**config.mk**
```make
export PLATFORM = sky130hd
export DESIGN_NAME = rlom_top
export DESIGN_NICKNAME = d
export VERILOG_FILES = /design/src/rtl/rlom_pkg.sv /design/src/rtl/rlom_top.sv
export SDC_FILE = /design/constraint.sdc
export NUM_CORES = 1
export LEC_CHECK = 0
export ABC_AREA = 1
export BUFFER_PORTS_ARGS = -buffer_cell sky130_fd_sc_hd__buf_2
export CAP_MARGIN = 15
export CORE_AREA = 10 10 307 191
export DETAILED_ROUTE_END_ITERATION = 8
export DIE_AREA = 0 0 317 201
export GPL_TIMING_DRIVEN = 0
export PLACE_DENSITY = 0.8
export SETUP_SLACK_MARGIN = 0.1
export SLEW_MARGIN = 10
export SYNTH_ARGS = -nofsm -noshare
export SYNTH_HDL_FRONTEND = slang
export SYNTH_SLANG_ARGS = --single-unit
export TNS_END_PERCENT = 20
```
**constraint.sdc**
```tcl
create_clock -name CLK -period 4.9 [get_ports CLK]
set_clock_uncertainty 0.05 [all_clocks]
set_input_delay 0.49 -clock CLK [delete_from_list [all_inputs] [get_ports CLK]]
set_output_delay 0.49 -clock CLK [all_outputs]
set_load 0.01 [all_outputs]
```
**src/rtl/rlom_pkg.sv**
```systemverilog
package rlom_pkg;
  localparam int unsigned CNT_W = 20;
  localparam int unsigned NSTS  = 12;
  localparam logic [3:0]  ROW_LAST  = 4'h8;
  localparam logic [10:0] COL_LAST  = 11'h437;
  localparam logic [3:0]  SLOT_LAST = 4'hb;
  localparam logic [3:0]  SOH_ROWS  = 4'h3;
  localparam logic [10:0] OH_COLS   = 11'h024;
  localparam logic [3:0]  LOH_ROW   = 4'h4;
  localparam logic [3:0]  SYNC_ROW  = 4'h8;
  localparam logic [10:0] B2_COLS   = 11'h00c;
  localparam logic [10:0] K1_COL    = 11'h00c;
  localparam logic [10:0] K2_COL    = 11'h018;
  localparam logic [10:0] S1_COL    = 11'h000;
  localparam logic [10:0] M1_COL    = 11'h01a;
  localparam logic [2:0]  RDI_PAT   = 3'h6;
  localparam logic [2:0]  AIS_PAT   = 3'h7;
  localparam logic [6:0]  FEBE_MAX  = 7'h60;
  localparam logic [6:0]  FEBE_CAP  = 7'h04;
  localparam logic [2:0]  PERS_SHORT = 3'h3;
  localparam logic [2:0]  PERS_LONG  = 3'h5;
  localparam logic [1:0]  K_FILT    = 2'h3;
  localparam logic [3:0]  APS_FAIL_N = 4'hc;
  localparam logic [3:0]  S1_SHORT  = 4'h3;
  localparam logic [3:0]  S1_LONG   = 4'h8;
  localparam logic [7:0]  A_CONFIG  = 8'h00;
  localparam logic [7:0]  A_STATUS  = 8'h04;
  localparam logic [7:0]  A_INT_ST  = 8'h08;
  localparam logic [7:0]  A_INT_EN  = 8'h0c;
  localparam logic [7:0]  A_B2_CNT  = 8'h10;
  localparam logic [7:0]  A_FE_CNT  = 8'h14;
  localparam logic [7:0]  A_K1      = 8'h18;
  localparam logic [7:0]  A_K2      = 8'h1c;
  localparam logic [7:0]  A_S1      = 8'h20;
  localparam logic [7:0]  A_BER_CNT = 8'h24;
  localparam logic [7:0]  A_SF_THR  = 8'h28;
  localparam logic [7:0]  A_SD_THR  = 8'h2c;
  localparam logic [7:0]  A_WIN     = 8'h30;
  localparam int unsigned C_PERS5   = 0;
  localparam int unsigned C_ONE_ERR = 1;
  localparam int unsigned C_B2_WORD = 2;
  localparam int unsigned C_FE_WORD = 3;
  localparam int unsigned C_S1_FILT = 4;
  localparam int unsigned C_S1_LONG = 5;
  localparam int unsigned C_RDI_EN  = 6;
  localparam int unsigned C_AIS_EN  = 7;
  localparam int unsigned C_XFER    = 8;
  localparam logic [7:0]  CFG_RST   = 8'h00;
  localparam logic [15:0] WIN_RST   = 16'h1f40;
  localparam logic [19:0] SF_RST    = 20'hfffff;
  localparam logic [19:0] SD_RST    = 20'hfffff;
endpackage : rlom_pkg

```
**src/rtl/rlom_top.sv**
```systemverilog
`timescale 1ns/100ps
`default_nettype none
module rlom_top
  import rlom_pkg::*;
(
  input  wire logic        CLK,
  input  wire logic        RESETN,
  input  wire logic [7:0]  RX_DATA,
  input  wire logic        RX_BYTE_EN,
  input  wire logic        RX_FRAME_START,
  input  wire logic        RX_OOF,
  input  wire logic        PSEL,
  input  wire logic        PENABLE,
  input  wire logic        PWRITE,
  input  wire logic [7:0]  PADDR,
  input  wire logic [31:0] PWDATA,
  output var  logic [31:0] PRDATA,
  output var  logic        PREADY,
  output var  logic        PSLVERR,
  output var  logic        RX_ALARM,
  output var  logic        LINE_REMOTE_DEFECT,
  output var  logic        LINE_ALARM_INDICATION,
  output var  logic        APS_FAIL,
  output var  logic        IRQ
);
  typedef logic [CNT_W-1:0] rlom_cnt_t;

  function automatic rlom_cnt_t sat_add(input rlom_cnt_t a, input rlom_cnt_t b);
    logic [CNT_W:0] s;
    s = {1'b0, a} + {1'b0, b};
    sat_add = s[CNT_W] ? '1 : s[CNT_W-1:0];
  endfunction : sat_add

  function automatic logic [3:0] pop8(input logic [7:0] v);
    logic [3:0] n;
    n = 4'h0;
    for (int i = 0; i < 8; i++) begin
      n = n + {3'h0, v[i]};
    end
    pop8 = n;
  endfunction : pop8

  // frame position
  logic [3:0]  row, slot, c_row, c_slot, next_row, next_slot;
  logic [10:0] col, c_col, next_col;
  logic        fe, upd, in_line, at_b2, at_k1, at_k2, at_s1, at_m1;
  always_comb begin
    c_row  = RX_FRAME_START ? 4'h0 : row;
    c_col  = RX_FRAME_START ? 11'h000 : col;
    c_slot = RX_FRAME_START ? 4'h0 : slot;
    next_row  = row;
    next_col  = col;
    next_slot = slot;
    if (RX_BYTE_EN) begin
      next_row  = c_row;
      next_col  = c_col + 11'h001;
      next_slot = (c_slot == SLOT_LAST) ? 4'h0 : c_slot + 4'h1;
      if (c_col == COL_LAST) begin
        next_col  = 11'h000;
        next_slot = 4'h0;
        next_row  = (c_row == ROW_LAST) ? 4'h0 : c_row + 4'h1;
      end
    end
    fe      = RX_BYTE_EN && c_row == ROW_LAST && c_col == COL_LAST;
    upd     = fe && !RX_OOF;
    in_line = !(c_row < SOH_ROWS && c_col < OH_COLS);
    at_b2   = RX_BYTE_EN && c_row == LOH_ROW && c_col < B2_COLS;
    at_k1   = RX_BYTE_EN && c_row == LOH_ROW && c_col == K1_COL;
    at_k2   = RX_BYTE_EN && c_row == LOH_ROW && c_col == K2_COL;
    at_s1   = RX_BYTE_EN && c_row == SYNC_ROW && c_col == S1_COL;
    at_m1   = RX_BYTE_EN && c_row == SYNC_ROW && c_col == M1_COL;
  end
  always_ff @(posedge CLK or negedge RESETN) begin
    if (!RESETN) begin
      row  <= 4'h0;
      col  <= 11'h000;
      slot <= 4'h0;
    end else begin
      row  <= next_row;
      col  <= next_col;
      slot <= next_slot;
    end
  end

  logic [7:0] bip_x [NSTS];
  for (genvar s = 0; s < NSTS; s++) begin : g_bip
    logic [7:0] acc, ref_q, next_acc, next_ref;
    always_comb begin
      next_acc = acc;
      next_ref = ref_q;
      if (RX_BYTE_EN && in_line && c_slot == 4'(s)) begin
        next_acc = acc ^ RX_DATA;
      end
      if (fe) begin
        next_ref = next_acc;
        next_acc = 8'h00;
      end
    end
    always_ff @(posedge CLK or negedge RESETN) begin
      if (!RESETN) begin
        acc   <= 8'h00;
        ref_q <= 8'h00;
      end else begin
        acc   <= next_acc;
        ref_q <= next_ref;
      end
    end
    assign bip_x[s] = ref_q ^ RX_DATA;
  end

  // overhead capture and per-frame error sum
  logic       bip_ok, next_bip_ok;
  logic [6:0] ferr, next_ferr;
  logic [7:0] k_now [2];
  logic [7:0] next_k1n, next_k2n, m1_now, next_m1;
  logic [3:0] s1_now, next_s1n;
  always_comb begin
    next_bip_ok = bip_ok | fe;
    next_ferr   = ferr;
    if (at_b2 && bip_ok && !RX_OOF) begin
      next_ferr = ferr + {3'h0, pop8(bip_x[c_slot])};
    end
    if (fe) begin
      next_ferr = 7'h00;
    end
    next_k1n = at_k1 ? RX_DATA : k_now[0];
    next_k2n = at_k2 ? RX_DATA : k_now[1];
    next_s1n = at_s1 ? RX_DATA[3:0] : s1_now;
    next_m1  = at_m1 ? RX_DATA : m1_now;
  end
  always_ff @(posedge CLK or negedge RESETN) begin
    if (!RESETN) begin
      bip_ok   <= 1'b0;
      ferr     <= 7'h00;
      k_now[0] <= 8'h00;
      k_now[1] <= 8'h00;
      s1_now   <= 4'h0;
      m1_now   <= 8'h00;
    end else begin
      bip_ok   <= next_bip_ok;
      ferr     <= next_ferr;
      k_now[0] <= next_k1n;
      k_now[1] <= next_k2n;
      s1_now   <= next_s1n;
      m1_now   <= next_m1;
    end
  end

  // register file and APB slave
  logic [7:0]  cfg, next_cfg;
  logic [1:0]  int_en, next_int_en, int_st, next_int_st, int_set;
  rlom_cnt_t   sf_thr, next_sf_thr, sd_thr, next_sd_thr;
  logic [15:0] win_len, next_win_len;
  logic [31:0] next_prdata, rd_mux;
  logic        next_pready, next_pslverr, acc_ph, done, wr, xfer, ber_rd, unmapped;
  rlom_cnt_t   b2_hold, fe_hold, ber_cnt;
  logic [7:0]  k_cap [2];
  logic [3:0]  s1_cap;
  logic [1:0]  alm;
  logic        aps_fail, sf, sd;
  always_comb begin
    acc_ph   = PSEL && PENABLE;
    done     = acc_ph && PREADY;
    wr       = done && PWRITE;
    unmapped = 1'b0;
    rd_mux   = 32'h0000_0000;
    if (PADDR == A_CONFIG) begin
      rd_mux = {24'h0, cfg};
    end else if (PADDR == A_STATUS) begin
      rd_mux = {27'h0, sd, sf, aps_fail, alm};
    end else if (PADDR == A_INT_ST) begin
      rd_mux = {30'h0, int_st};
    end else if (PADDR == A_INT_EN) begin
      rd_mux = {30'h0, int_en};
    end else if (PADDR == A_B2_CNT) begin
      rd_mux = {12'h0, b2_hold};
    end else if (PADDR == A_FE_CNT) begin
      rd_mux = {12'h0, fe_hold};
    end else if (PADDR == A_K1) begin
      rd_mux = {24'h0, k_cap[0]};
    end else if (PADDR == A_K2) begin
      rd_mux = {24'h0, k_cap[1]};
    end else if (PADDR == A_S1) begin
      rd_mux = {28'h0, s1_cap};
    end else if (PADDR == A_BER_CNT) begin
      rd_mux = {12'h0, ber_cnt};
    end else if (PADDR == A_SF_THR) begin
      rd_mux = {12'h0, sf_thr};
    end else if (PADDR == A_SD_THR) begin
      rd_mux = {12'h0, sd_thr};
    end else if (PADDR == A_WIN) begin
      rd_mux = {16'h0, win_len};
    end else begin
      unmapped = 1'b1;
    end
    next_pready  = acc_ph && !PREADY;
    next_prdata  = (acc_ph && !PREADY) ? rd_mux : PRDATA;
    next_pslverr = acc_ph && !PREADY && unmapped;
    ber_rd = acc_ph && !PREADY && !PWRITE && PADDR == A_BER_CNT;
    // transfer on counter write or initiate bit
    xfer = wr && (PADDR == A_B2_CNT || PADDR == A_FE_CNT ||
                  (PADDR == A_CONFIG && PWDATA[C_XFER]));
    next_cfg     = (wr && PADDR == A_CONFIG) ? PWDATA[7:0] : cfg;
    next_int_en  = (wr && PADDR == A_INT_EN) ? PWDATA[1:0] : int_en;
    next_sf_thr  = (wr && PADDR == A_SF_THR) ? PWDATA[CNT_W-1:0] : sf_thr;
    next_sd_thr  = (wr && PADDR == A_SD_THR) ? PWDATA[CNT_W-1:0] : sd_thr;
    next_win_len = (wr && PADDR == A_WIN) ? PWDATA[15:0] : win_len;
    // set wins over write-one-to-clear
    next_int_st = int_st;
    if (wr && PADDR == A_INT_ST) begin
      next_int_st = int_st & ~PWDATA[1:0];
    end
    next_int_st = next_int_st | int_set;
  end
  always_ff @(posedge CLK or negedge RESETN) begin
    if (!RESETN) begin
      PRDATA  <= 32'h0000_0000;
      PREADY  <= 1'b0;
      PSLVERR <= 1'b0;
      cfg     <= CFG_RST;
      int_en  <= 2'h0;
      int_st  <= 2'h0;
      sf_thr  <= SF_RST;
      sd_thr  <= SD_RST;
      win_len <= WIN_RST;
    end else begin
      PRDATA  <= next_prdata;
      PREADY  <= next_pready;
      PSLVERR <= next_pslverr;
      cfg     <= next_cfg;
      int_en  <= next_int_en;
      int_st  <= next_int_st;
      sf_thr  <= next_sf_thr;
      sd_thr  <= next_sd_thr;
      win_len <= next_win_len;
    end
  end

  // error counters
  rlom_cnt_t  b2_cnt, fe_cnt, next_b2, next_fe, next_ber, next_b2h, next_feh;
  rlom_cnt_t  b2_inc, fe_inc, ber_inc;
  logic [6:0] fe_val;
  always_comb begin
    fe_val = (m1_now[6:0] > FEBE_MAX) ? 7'h00 : m1_now[6:0];
    b2_inc = '0;
    fe_inc = '0;
    ber_inc = '0;
    if (upd && bip_ok) begin
      if (cfg[C_B2_WORD] || cfg[C_ONE_ERR]) begin
        b2_inc = {19'h0, ferr != 7'h00};
      end else begin
        b2_inc = {13'h0, ferr};
      end
      ber_inc = {13'h0, ferr};
    end
    if (upd) begin
      if (cfg[C_FE_WORD]) begin
        fe_inc = {19'h0, fe_val != 7'h00};
      end else begin
        fe_inc = {13'h0, (fe_val > FEBE_CAP) ? FEBE_CAP : fe_val};
      end
    end
    next_b2  = sat_add(xfer ? '0 : b2_cnt, b2_inc);
    next_fe  = sat_add(xfer ? '0 : fe_cnt, fe_inc);
    next_b2h = xfer ? b2_cnt : b2_hold;
    next_feh = xfer ? fe_cnt : fe_hold;
    next_ber = sat_add(ber_rd ? '0 : ber_cnt, ber_inc);
  end
  always_ff @(posedge CLK or negedge RESETN) begin
    if (!RESETN) begin
      b2_cnt  <= '0;
      fe_cnt  <= '0;
      b2_hold <= '0;
      fe_hold <= '0;
      ber_cnt <= '0;
    end else begin
      b2_cnt  <= next_b2;
      fe_cnt  <= next_fe;
      b2_hold <= next_b2h;
      fe_hold <= next_feh;
      ber_cnt <= next_ber;
    end
  end

  logic [2:0] pers_n;
  assign pers_n = cfg[C_PERS5] ? PERS_LONG : PERS_SHORT;
  for (genvar a = 0; a < 2; a++) begin : g_alm
    logic [2:0] cnt, next_cnt;
    logic       match, next_alm;
    always_comb begin
      match    = k_now[1][2:0] == ((a == 0) ? RDI_PAT : AIS_PAT);
      next_cnt = cnt;
      next_alm = alm[a];
      if (upd) begin
        next_cnt = 3'h0;
        if (match != alm[a]) begin
          next_cnt = cnt + 3'h1;
          if (cnt + 3'h1 >= pers_n) begin
            next_cnt = 3'h0;
            next_alm = match;
          end
        end
      end
    end
    always_ff @(posedge CLK or negedge RESETN) begin
      if (!RESETN) begin
        cnt    <= 3'h0;
        alm[a] <= 1'b0;
      end else begin
        cnt    <= next_cnt;
        alm[a] <= next_alm;
      end
    end
  end

  logic [1:0] k_run [2];
  logic [1:0] k_nrun [2];
  for (genvar k = 0; k < 2; k++) begin : g_kf
    logic [7:0] last, next_last, next_cap;
    always_comb begin
      next_last  = last;
      next_cap   = k_cap[k];
      k_nrun[k]  = k_run[k];
      if (upd) begin
        next_last = k_now[k];
        k_nrun[k] = 2'h1;
        if (k_now[k] == last) begin
          k_nrun[k] = (k_run[k] == K_FILT) ? K_FILT : k_run[k] + 2'h1;
        end
        if (k_nrun[k] == K_FILT) begin
          next_cap = k_now[k];
        end
      end
    end
    always_ff @(posedge CLK or negedge RESETN) begin
      if (!RESETN) begin
        last     <= 8'h00;
        k_run[k] <= 2'h0;
        k_cap[k] <= 8'h00;
      end else begin
        last     <= next_last;
        k_run[k] <= k_nrun[k];
        k_cap[k] <= next_cap;
      end
    end
  end

  // protection byte failure, sync nibble, rate window, outputs
  logic [3:0]  nm_cnt, next_nm, s1_run, next_s1run, s1_last, next_s1last, s1_len;
  logic [3:0]  next_s1cap;
  logic        next_aps, next_sf, next_sd, next_alarm, next_irq;
  logic [15:0] win_cnt, next_wcnt;
  rlom_cnt_t   win_err, next_werr, w_tot;
  always_comb begin
    next_nm     = nm_cnt;
    next_aps    = aps_fail;
    next_s1run  = s1_run;
    next_s1last = s1_last;
    next_s1cap  = s1_cap;
    next_wcnt   = win_cnt;
    next_werr   = win_err;
    next_sf     = sf;
    next_sd     = sd;
    int_set     = 2'h0;
    s1_len      = cfg[C_S1_LONG] ? S1_LONG : S1_SHORT;
    w_tot       = sat_add(win_err, ber_inc);
    if (upd) begin
      if (k_nrun[0] == K_FILT) begin
        next_nm  = 4'h0;
        next_aps = 1'b0;
      end else if (nm_cnt != APS_FAIL_N) begin
        next_nm = nm_cnt + 4'h1;
        if (nm_cnt + 4'h1 == APS_FAIL_N) begin
          next_aps = 1'b1;
        end
      end
      next_s1last = s1_now;
      next_s1run  = 4'h1;
      if (s1_now == s1_last) begin
        next_s1run = (s1_run == S1_LONG) ? S1_LONG : s1_run + 4'h1;
      end
      if (!cfg[C_S1_FILT] || next_s1run >= s1_len) begin
        next_s1cap = s1_now;
      end
      next_wcnt = win_cnt + 16'h0001;
      next_werr = w_tot;
      if ({1'b0, win_cnt} + 17'h00001 >= {1'b0, win_len}) begin
        next_wcnt  = 16'h0000;
        next_werr  = '0;
        next_sf    = w_tot >= sf_thr;
        next_sd    = w_tot >= sd_thr;
        int_set[0] = next_sf && !sf;
        int_set[1] = next_sd && !sd;
      end
    end
    next_alarm = (alm[0] && cfg[C_RDI_EN]) || (alm[1] && cfg[C_AIS_EN]);
    next_irq   = |(next_int_st & int_en);
  end
  always_ff @(posedge CLK or negedge RESETN) begin
    if (!RESETN) begin
      nm_cnt   <= 4'h0;
      aps_fail <= 1'b0;
      s1_run   <= 4'h0;
      s1_last  <= 4'h0;
      s1_cap   <= 4'h0;
      win_cnt  <= 16'h0000;
      win_err  <= '0;
      sf       <= 1'b0;
      sd       <= 1'b0;
      RX_ALARM <= 1'b0;
      IRQ      <= 1'b0;
    end else begin
      nm_cnt   <= next_nm;
      aps_fail <= next_aps;
      s1_run   <= next_s1run;
      s1_last  <= next_s1last;
      s1_cap   <= next_s1cap;
      win_cnt  <= next_wcnt;
      win_err  <= next_werr;
      sf       <= next_sf;
      sd       <= next_sd;
      RX_ALARM <= next_alarm;
      IRQ      <= next_irq;
    end
  end
  assign LINE_REMOTE_DEFECT    = alm[0];
  assign LINE_ALARM_INDICATION = alm[1];
  assign APS_FAIL              = aps_fail;
endmodule : rlom_top
`default_nettype wire

```
==> out/qor.log, run 1 <==
[hold_path] worst min path class primary input to flip-flop
[drt] count of vias placed by the detailed router 25637
[worst_setup_path] category of the critical setup timing path flip-flop to flip-flop
[drt] final routed wirelength across all metal layers 88200 um
[synth] asr flop ratio synth 1.00
[worst_setup_path] Crit. Startpoint slot[0]
[power_and_ir_drop] leakage dissipation 0.0157 uW
[floorplan] boundary pin count 95
[synth] share of the synthesized area in the top cell type 0.428
[worst_setup_path] RR Startpoint slot[0]
[placed_design] Final GP Congestion 0.992
[grt] number of antenna violations at the first check in global routing 2
[sta] setup repair after global routing missed its margin true
[hold_path] worst min-delay path startpoint PWDATA[0]
[hold_path] Hold Crit Depth 3
[clock_network] TritonCTS Sinks 537
[worst_setup_path] endpoint kind of the worst setup timing path flip-flop
[drt] Final ANT Viol Nets 0
[synth] Top FF cell, synth sky130_fd_sc_hd__dfrtp_1
[drt] vias per inst 5.73
[grt] vias in the first global route 24367
[clock_network] CTS HTree Levels 2
[synth] post-synthesis sequential area ratio 0.470
[sta] worst hold slack across all endpoints 0.0811 ns
[synth] Yosys warning count 0
[sta] Slew Viols, Final 0
[power_and_ir_drop] relative contribution of the clock network to total power 0.403
[layout] P&R area growth vs syn 13.8%
[sta] number of setup violations in the final report 0
[synth] Synth area leaders sky130_fd_sc_hd__dfrtp_1 (43%), sky130_fd_sc_hd__nand2_1 (12%), sky130_fd_sc_hd__o21ai_0 (6.8%)
[synth] most frequent cell after synthesis sky130_fd_sc_hd__nand2_1
[sta] time the worst path needs with I/O delays and setup 4.90 ns
[grt] global-route wire length before repair 138000 um
[clock_network] CTS root buffer sky130_fd_sc_hd__clkbuf_16
[power_and_ir_drop] worst vdd rail ir drop 307 uV
[grt] total congestion overflow 0
[power_and_ir_drop] sequential power share 0.480
[placed_design] Port Buffer Count 69
[layout] filler cell count 4536
[run_status] run status complete, no violations
[power_and_ir_drop] share of total power in combinational logic 0.117
[worst_setup_path] endpoint of the worst register-to-register path ferr[4]
[sta] Slew headroom 0.315
[synth] most area-hungry cell type in the Yosys netlist sky130_fd_sc_hd__dfrtp_1
[worst_setup_path] number of cells on the worst reg-to-reg path 22
[drt] iteration count of the initial detailed-routing pass 6
[power_and_ir_drop] sw frac 0.268
[clock_network] latest clock arrival within the worst-skew pair 0.60 ns
[floorplan] area of the die 63700 um^2
[floorplan] core region area 53300 um^2
[grt] all-layer global routing usage 0.270
[worst_setup_path] R2R setup slack 0.003 ns
[layout] layout cell share with drive strength beyond 1 0.118
[synth] number of synthesized register bits 537
[sta] sum of negative setup slack 0 ns
[sta] final worst path period share 0.999
[power_and_ir_drop] Pwr per Cell Area 298 nW/um^2
[grt] maximum number of pins on one net before global-route repair 113
[synth] library cells used by synthesis 66
[clock_network] clock tree from TritonCTS done
[worst_setup_path] data arrival time of the critical path 5.31 ns
[drt] number of design-rule violations left by the first detailed-router iteration 3472
[synth] Syn Area/Cell 8.10 um^2
[synth] Synth Instances 3548
[sta] top achievable clock speed 0.204 GHz
[power_and_ir_drop] Cell Int Power 7130 uW
[worst_setup_path] Critical Path RT 5.31 ns
[synth] most frequent cells after synthesis sky130_fd_sc_hd__nand2_1 (886), sky130_fd_sc_hd__dfrtp_1 (491), sky130_fd_sc_hd__o21ai_0 (393), sky130_fd_sc_hd__inv_1 (381), sky130_fd_sc_hd__nor2_1 (337)
[layout] Nets 3892
[drt] average wire length per cell after detail routing 19.7 um
[flow_run] max capacitance violation total 0
[clock_network] CTS buffer count 50
[clock_network] clock transition at the registers of the reported paths 0.07 ns
[worst_setup_path] crit path to ferr[4]
[synth] number of flops mapped to enable cells by yosys 0
[clock_network] worst-case clock buffer depth 3
[floorplan] overall die width 317 um
[sta] Hold Fails Final Rpt 0
[floorplan] initial standard-cell utilization of the core 0.539
[placed_design] HPWL after detailed placement 65000 um
[power_and_ir_drop] sw power 2610 uW
[worst_setup_path] startpoint type of the worst setup path flip-flop
[floorplan] die boundary height 201 um
[sta] Worst Max-Slew Pin Slew 1.03 ns
[drt] DRC viols 0
[worst_setup_path] Max FO, Critical Path 8
[synth] area of the mapped netlist 28700 um^2
[floorplan] count of standard-cell rows 66
## layout by cell type (no fill, tap or decap), types with 14 or more instances in the layout
| cell | Yosys | routed |
|---|---|---|
| sky130_fd_sc_hd__nand3_1 | 157 | 151 |
| sky130_fd_sc_hd__ha_1 | 106 | 102 |
| sky130_fd_sc_hd__buf_4 | 12 | 44 |
| sky130_fd_sc_hd__inv_2 | 13 | 18 |
| sky130_fd_sc_hd__nand2_1 | 886 | 878 |
| sky130_fd_sc_hd__o21ai_1 | 23 | 23 |
| sky130_fd_sc_hd__xor2_1 | 143 | 141 |
| sky130_fd_sc_hd__nor3_1 | 31 | 27 |
| sky130_fd_sc_hd__dfrtp_1 | 491 | 491 |
| sky130_fd_sc_hd__clkbuf_8 | 0 | 14 |
| sky130_fd_sc_hd__conb_1 | 1 | 16 |
| sky130_fd_sc_hd__dfstp_2 | 46 | 46 |
| sky130_fd_sc_hd__clkbuf_1 | 107 | 101 |
| sky130_fd_sc_hd__or2_2 | 20 | 20 |
| sky130_fd_sc_hd__nor2_2 | 10 | 18 |
| sky130_fd_sc_hd__xnor2_1 | 21 | 21 |
| sky130_fd_sc_hd__o22ai_1 | 38 | 34 |
| sky130_fd_sc_hd__o21ai_0 | 393 | 386 |
| sky130_fd_sc_hd__a221oi_1 | 18 | 15 |
| sky130_fd_sc_hd__nor2_1 | 337 | 317 |
| sky130_fd_sc_hd__buf_2 | 9 | 77 |
| sky130_fd_sc_hd__nand2_2 | 19 | 26 |
| sky130_fd_sc_hd__a21oi_1 | 79 | 76 |
| sky130_fd_sc_hd__inv_1 | 381 | 376 |
| sky130_fd_sc_hd__nand4_1 | 44 | 44 |
| sky130_fd_sc_hd__nor2_4 | 4 | 16 |
| sky130_fd_sc_hd__clkbuf_16 | 0 | 54 |
## layer usage
layer / share of wire / track usage / up-vias / routed length, um
met5: 0 / 0 / - / 0
met4: 0.018 / 0.0514 / 0 / 1560
met3: 0.15 / 0.113 / 132 / 12800
met2: 0.39 / 0.352 / 1334 / 34200
met1: 0.45 / 0.410 / 12306 / 39500
li1: - / - / 11865 / -
## worst max-delay path, cell delays in order (launching register included)
cell and delay, ns:
sky130_fd_sc_hd__dfrtp_1 0.39, sky130_fd_sc_hd__clkinv_4 0.09, sky130_fd_sc_hd__nor2_4 0.26, sky130_fd_sc_hd__clkinv_4 0.13, sky130_fd_sc_hd__clkbuf_16 0.20, sky130_fd_sc_hd__nor2_2 0.09, sky130_fd_sc_hd__o22ai_2 0.09, sky130_fd_sc_hd__nand2_2 0.09
sky130_fd_sc_hd__o31ai_4 0.08, sky130_fd_sc_hd__xor2_2 0.23, sky130_fd_sc_hd__o22ai_2 0.14, sky130_fd_sc_hd__fa_1 0.54, sky130_fd_sc_hd__fa_1 0.44, sky130_fd_sc_hd__fa_1 0.51, sky130_fd_sc_hd__inv_2 0.04, sky130_fd_sc_hd__fa_2 0.36
sky130_fd_sc_hd__fa_2 0.37, sky130_fd_sc_hd__o21ai_2 0.18, sky130_fd_sc_hd__nand2_2 0.11, sky130_fd_sc_hd__nor2_4 0.12, sky130_fd_sc_hd__buf_4 0.12, sky130_fd_sc_hd__buf_4 0.09, sky130_fd_sc_hd__nor3b_1 0.04
## state kept, by name, summed over array words and instances (netlist names), 16 cells and up
name,flops
PRDATA,20
b2_cnt,20
b2_hold,20
ber_cnt,20
fe_cnt,20
fe_hold,20
g_bip.acc,96
g_bip.ref_q,96
g_kf.last,16
k_cap,16
k_now,16
sd_thr,20
sf_thr,20
win_cnt,16
win_err,20
win_len,16
## cell families after synthesis
family / synth area share
XOR/XNOR: 0.0500
other: 0.000131
flip-flops: 0.470
adder cells (fa/ha/maj): 0.0511
AO/OA/AOI/OAI: 0.127
buffers and inverters: 0.0727
AND/OR/NAND/NOR: 0.229
## timing repair
item / 4_1_cts / 5_1_grt
setup buffers: 13 / 20
hold buffers: 1 / 0
resized for setup: 59 / 89
pin swaps: 18 / 25
endpoints found under the setup margin: 50 / 53
endpoints found under the hold margin: 64 / 0
cloned: 0 / 1
## worst min path at each step
stage,to,slack (ns)
6_report,cfg[0],0.08
5_1_grt,cfg[0],0.09
4_1_cts,cfg[0],0.07
3_5_place_dp,PRDATA[13],0.41
3_3_place_gp,b2_hold[7],0.40
2_1_floorplan,APS_FAIL,0.14
## layout make-up
class                           count  area (um^2)  share of cell area
Clock buffer                       73         1470              0.0449
Multi-Input combinational cell   2491        13700               0.418
Clock inverter                     15          136             0.00417
Buffer                            133          727              0.0222
Sequential cell                   537        13500               0.413
Antenna cell                        2         5.00            0.000153
Timing Repair Buffer              109          792              0.0242
Tap cell                          714          893              0.0273
Inverter                          401         1520              0.0465
## stage by stage
stage / total power [uW] / setup slack (ns) / cell area [um^2] / cells / util
CTS: 9680 / 0.0156 / 32200 / 4453 / 0.604
global placement: 5700 / -7.73 / 30100 / 4346 / 0.565
global route: 10100 / -0.159 / 32700 / 4474 / 0.614
detailed placement: 5760 / -1.20 / 30200 / 4351 / 0.568
floorplan: 5400 / 0.101 / 28800 / 3563 / -
finish: 9740 / 0.00254 / 32700 / 4475 / 0.614
## power by group through the flow
stage / registers (uW) / logic, uW / clock network, uW
floorplan: 4730 / 664 / 0
global route: 4690 / 1280 / 4130
detailed placement: 4750 / 1000 / 0
CTS: 4670 / 1070 / 3940
finish: 4680 / 1140 / 3920
global placement: 4750 / 951 / 0
Note: power is estimated with default switching activity, not from simulation.
==> run 2: changes to the inputs <==
MAX_ROUTING_LAYER = met4   (was not set)
==> run 2 against run 1 <==
Net effect:
- the run now ends with setup timing left
- register-to-register slack worse by 0.08 ns
- highest routed layer unchanged
- sequential power is essentially flat
- final cell count hardly changed
- combinational power hardly changed
- critical endpoint is now ferr[6]
- setup slack got worse by 0.081 ns
- core utilization fell by 0.37 points
- clock power shrank 3%
- largest cell class unchanged
==> out/qor.log, run 2 (synthesis gave the netlist of run 1 again) <==
[run_status] run status complete, but fails checks
[run_status] failing checks setup timing
[floorplan] area of the die 63700 um^2
[grt] vias in the first global route 24013
[placed_design] number of placed cells counting well taps 4351
[layout] registers with the most flip-flops g_bip.acc x96, g_bip.ref_q x96
[grt] global-route wire length before repair 137000 um
[hold_path] worst min path class primary input to flip-flop
[drt] final routed wirelength across all metal layers 87800 um
[hold_path] Hold Crit Depth 3
[power_and_ir_drop] leakage dissipation 0.0157 uW
[placed_design] HPWL after detailed placement 65200 um
[sta] Slew headroom 0.262
[placed_design] Port Buffer Count 69
[grt] number of antenna violations at the first check in global routing 4
[sta] Slew Viols, Final 0
[worst_setup_path] Max FO, Critical Path 10
[flow_run] max capacitance violation total 0
[sta] Hold Fails Final Rpt 0
[worst_setup_path] delay of the slowest critical-path stage 0.53 ns
[worst_setup_path] category of the critical setup timing path flip-flop to flip-flop
[drt] iteration count of the initial detailed-routing pass 6
[layout] final cell count without fillers 4474
[floorplan] core region area 53300 um^2
[sta] time the worst path needs with I/O delays and setup 4.98 ns
[floorplan] count of standard-cell rows 66
[clock_network] clock transition at the registers of the reported paths 0.07 ns
[drt] average wire length per cell after detail routing 19.6 um
[clock_network] CTS root buffer sky130_fd_sc_hd__clkbuf_16
[clock_network] latest clock arrival within the worst-skew pair 0.61 ns
[clock_network] TritonCTS Sinks 537
[power_and_ir_drop] worst vdd rail ir drop 285 uV
[drt] count of vias placed by the detailed router 25792
[sta] fin worst setup slack -0.0780 ns
[placed_design] worst setup timing slack at the placement stage -1.15 ns
[layout] Nets 3888
[clock_network] CTS HTree Levels 2
[floorplan] overall die width 317 um
[drt] DRC viols 0
[grt] total congestion overflow 0
[worst_setup_path] most prevalent standard cell on the critical path sky130_fd_sc_hd__fa_1
[power_and_ir_drop] Overall Power 9600 uW
[worst_setup_path] number of cells on the worst reg-to-reg path 20
[clock_network] CTS buffer count 49
[layout] most used cells in the layout excluding fill and tap cells sky130_fd_sc_hd__nand2_1 (877), sky130_fd_sc_hd__dfrtp_1 (491), sky130_fd_sc_hd__o21ai_0 (387)
[worst_setup_path] startpoint type of the worst setup path flip-flop
[layout] Final Util 0.610
[sta] Worst Max-Slew Pin Slew 1.11 ns
[floorplan] boundary pin count 95
[placed_design] Final GP Congestion 1.03
[clock_network] clock tree from TritonCTS done
[floorplan] initial standard-cell utilization of the core 0.539
[worst_setup_path] cells along the critical path inv_2 > nor2_4 > inv_4 > clkbuf_8 > a221oi_1 > o31ai_4 > xor2_1 > o22ai_2 > fa_1 > fa_1 > fa_1 > inv_1 > fa_2 > fa_2 > o21ai_2 > nand2_2 > nor2_4 > nand2_2 > a21oi_2 > o21a_1
[power_and_ir_drop] Pwr per Cell Area 296 nW/um^2
[sta] number of setup violations in the final report 2
[grt] all-layer global routing usage 0.277
[layout] P&R area growth vs syn 13.1%
[worst_setup_path] slowest cell on the critical path sky130_fd_sc_hd__fa_1
[sta] final worst path period share 1.02
[layout] layout cell share with drive strength beyond 1 0.114
[drt] vias per inst 5.76
[worst_setup_path] data arrival time of the critical path 5.46 ns
[layout] most common cell after layout, fill and taps aside sky130_fd_sc_hd__nand2_1
[floorplan] die boundary height 201 um
[drt] Final ANT Viol Nets 0
[worst_setup_path] Critical Path RT 5.38 ns
[grt] maximum number of pins on one net before global-route repair 110
[sta] setup repair after global routing missed its margin true
[clock_network] worst-case clock buffer depth 3
[drt] number of design-rule violations left by the first detailed-router iteration 3594
[worst_setup_path] endpoint kind of the worst setup timing path flip-flop
[sta] top achievable clock speed 0.201 GHz
-- run 2: layout make-up --
type	instances	area (um^2)
fill	4604	20800
multi-input combinational	2492	13600
sequential	537	13500
inverter	401	1520
clock buffer	70	1390
tap	714	893
timing repair buffer	104	746
buffer	134	729
clock inverter	18	140
antenna	4	10.0
-- run 2: repair_timing --
action	4_1_cts	5_1_grt
pin swaps	18	26
resized for setup	64	67
hold buffers	1	0
endpoints found under the setup margin	50	51
endpoints found under the hold margin	43	0
setup buffers	15	13
gates cloned	0	2
-- run 2: worst max-delay path: cells and delay by family (launching register included) --
kind / cells / cell delay [ns]
compound gates: 6 / 1.16
flops: 1 / 0.37
fa+ha+maj: 5 / 2.22
xor+xnor: 1 / 0.23
buf+inv: 4 / 0.41
simple gates: 4 / 0.46
-- run 2: worst paths after layout --
| kind | from | endpoint | slack (ns) |
|---|---|---|---|
| setup / recovery | slot[2] | ferr[6] | -0.08 |
| hold / removal | PWDATA[17] | sf_thr[17] | 0.06 |
| setup reg to reg | slot[2] | ferr[6] | -0.08 |
| hold reg to reg | b2_hold[7] | b2_hold[7] | 0.42 |
| max in group asynchronous | RESETN | m1_now[2] | 2.58 |
| min in group asynchronous | RESETN | g_bip[9].ref_q[1] | 0.37 |
-- run 2: power breakdown --
part,switching (uW),internal (uW)
clock network,1800,1990
logic,735,394
registers,90.8,4590
total,2630,6980
-- run 2: through the flow --
stage	hold WS (ns)	instance area [um^2]	setup TNS [ns]
after floorplan	0.144	28800	0
after global placement	0.401	30100	-3941.46
after detailed placement	0.406	30200	-40.40
after CTS	0.0517	32100	0
after global routing	0.0718	32500	-0.718
final	0.0617	32500	-0.124
-- run 2: layer usage --
metal | vias to the layer above | share of wire | wire length, um | GRT usage
met2 | 1381 | 0.39 | 34300 | 0.354
li1 | 11853 | - | - | -
met1 | 12413 | 0.45 | 39600 | 0.420
met5 | - | 0 | 0 | -
met4 | 0 | 0.016 | 1400 | 0.0460
met3 | 145 | 0.14 | 12500 | 0.0897
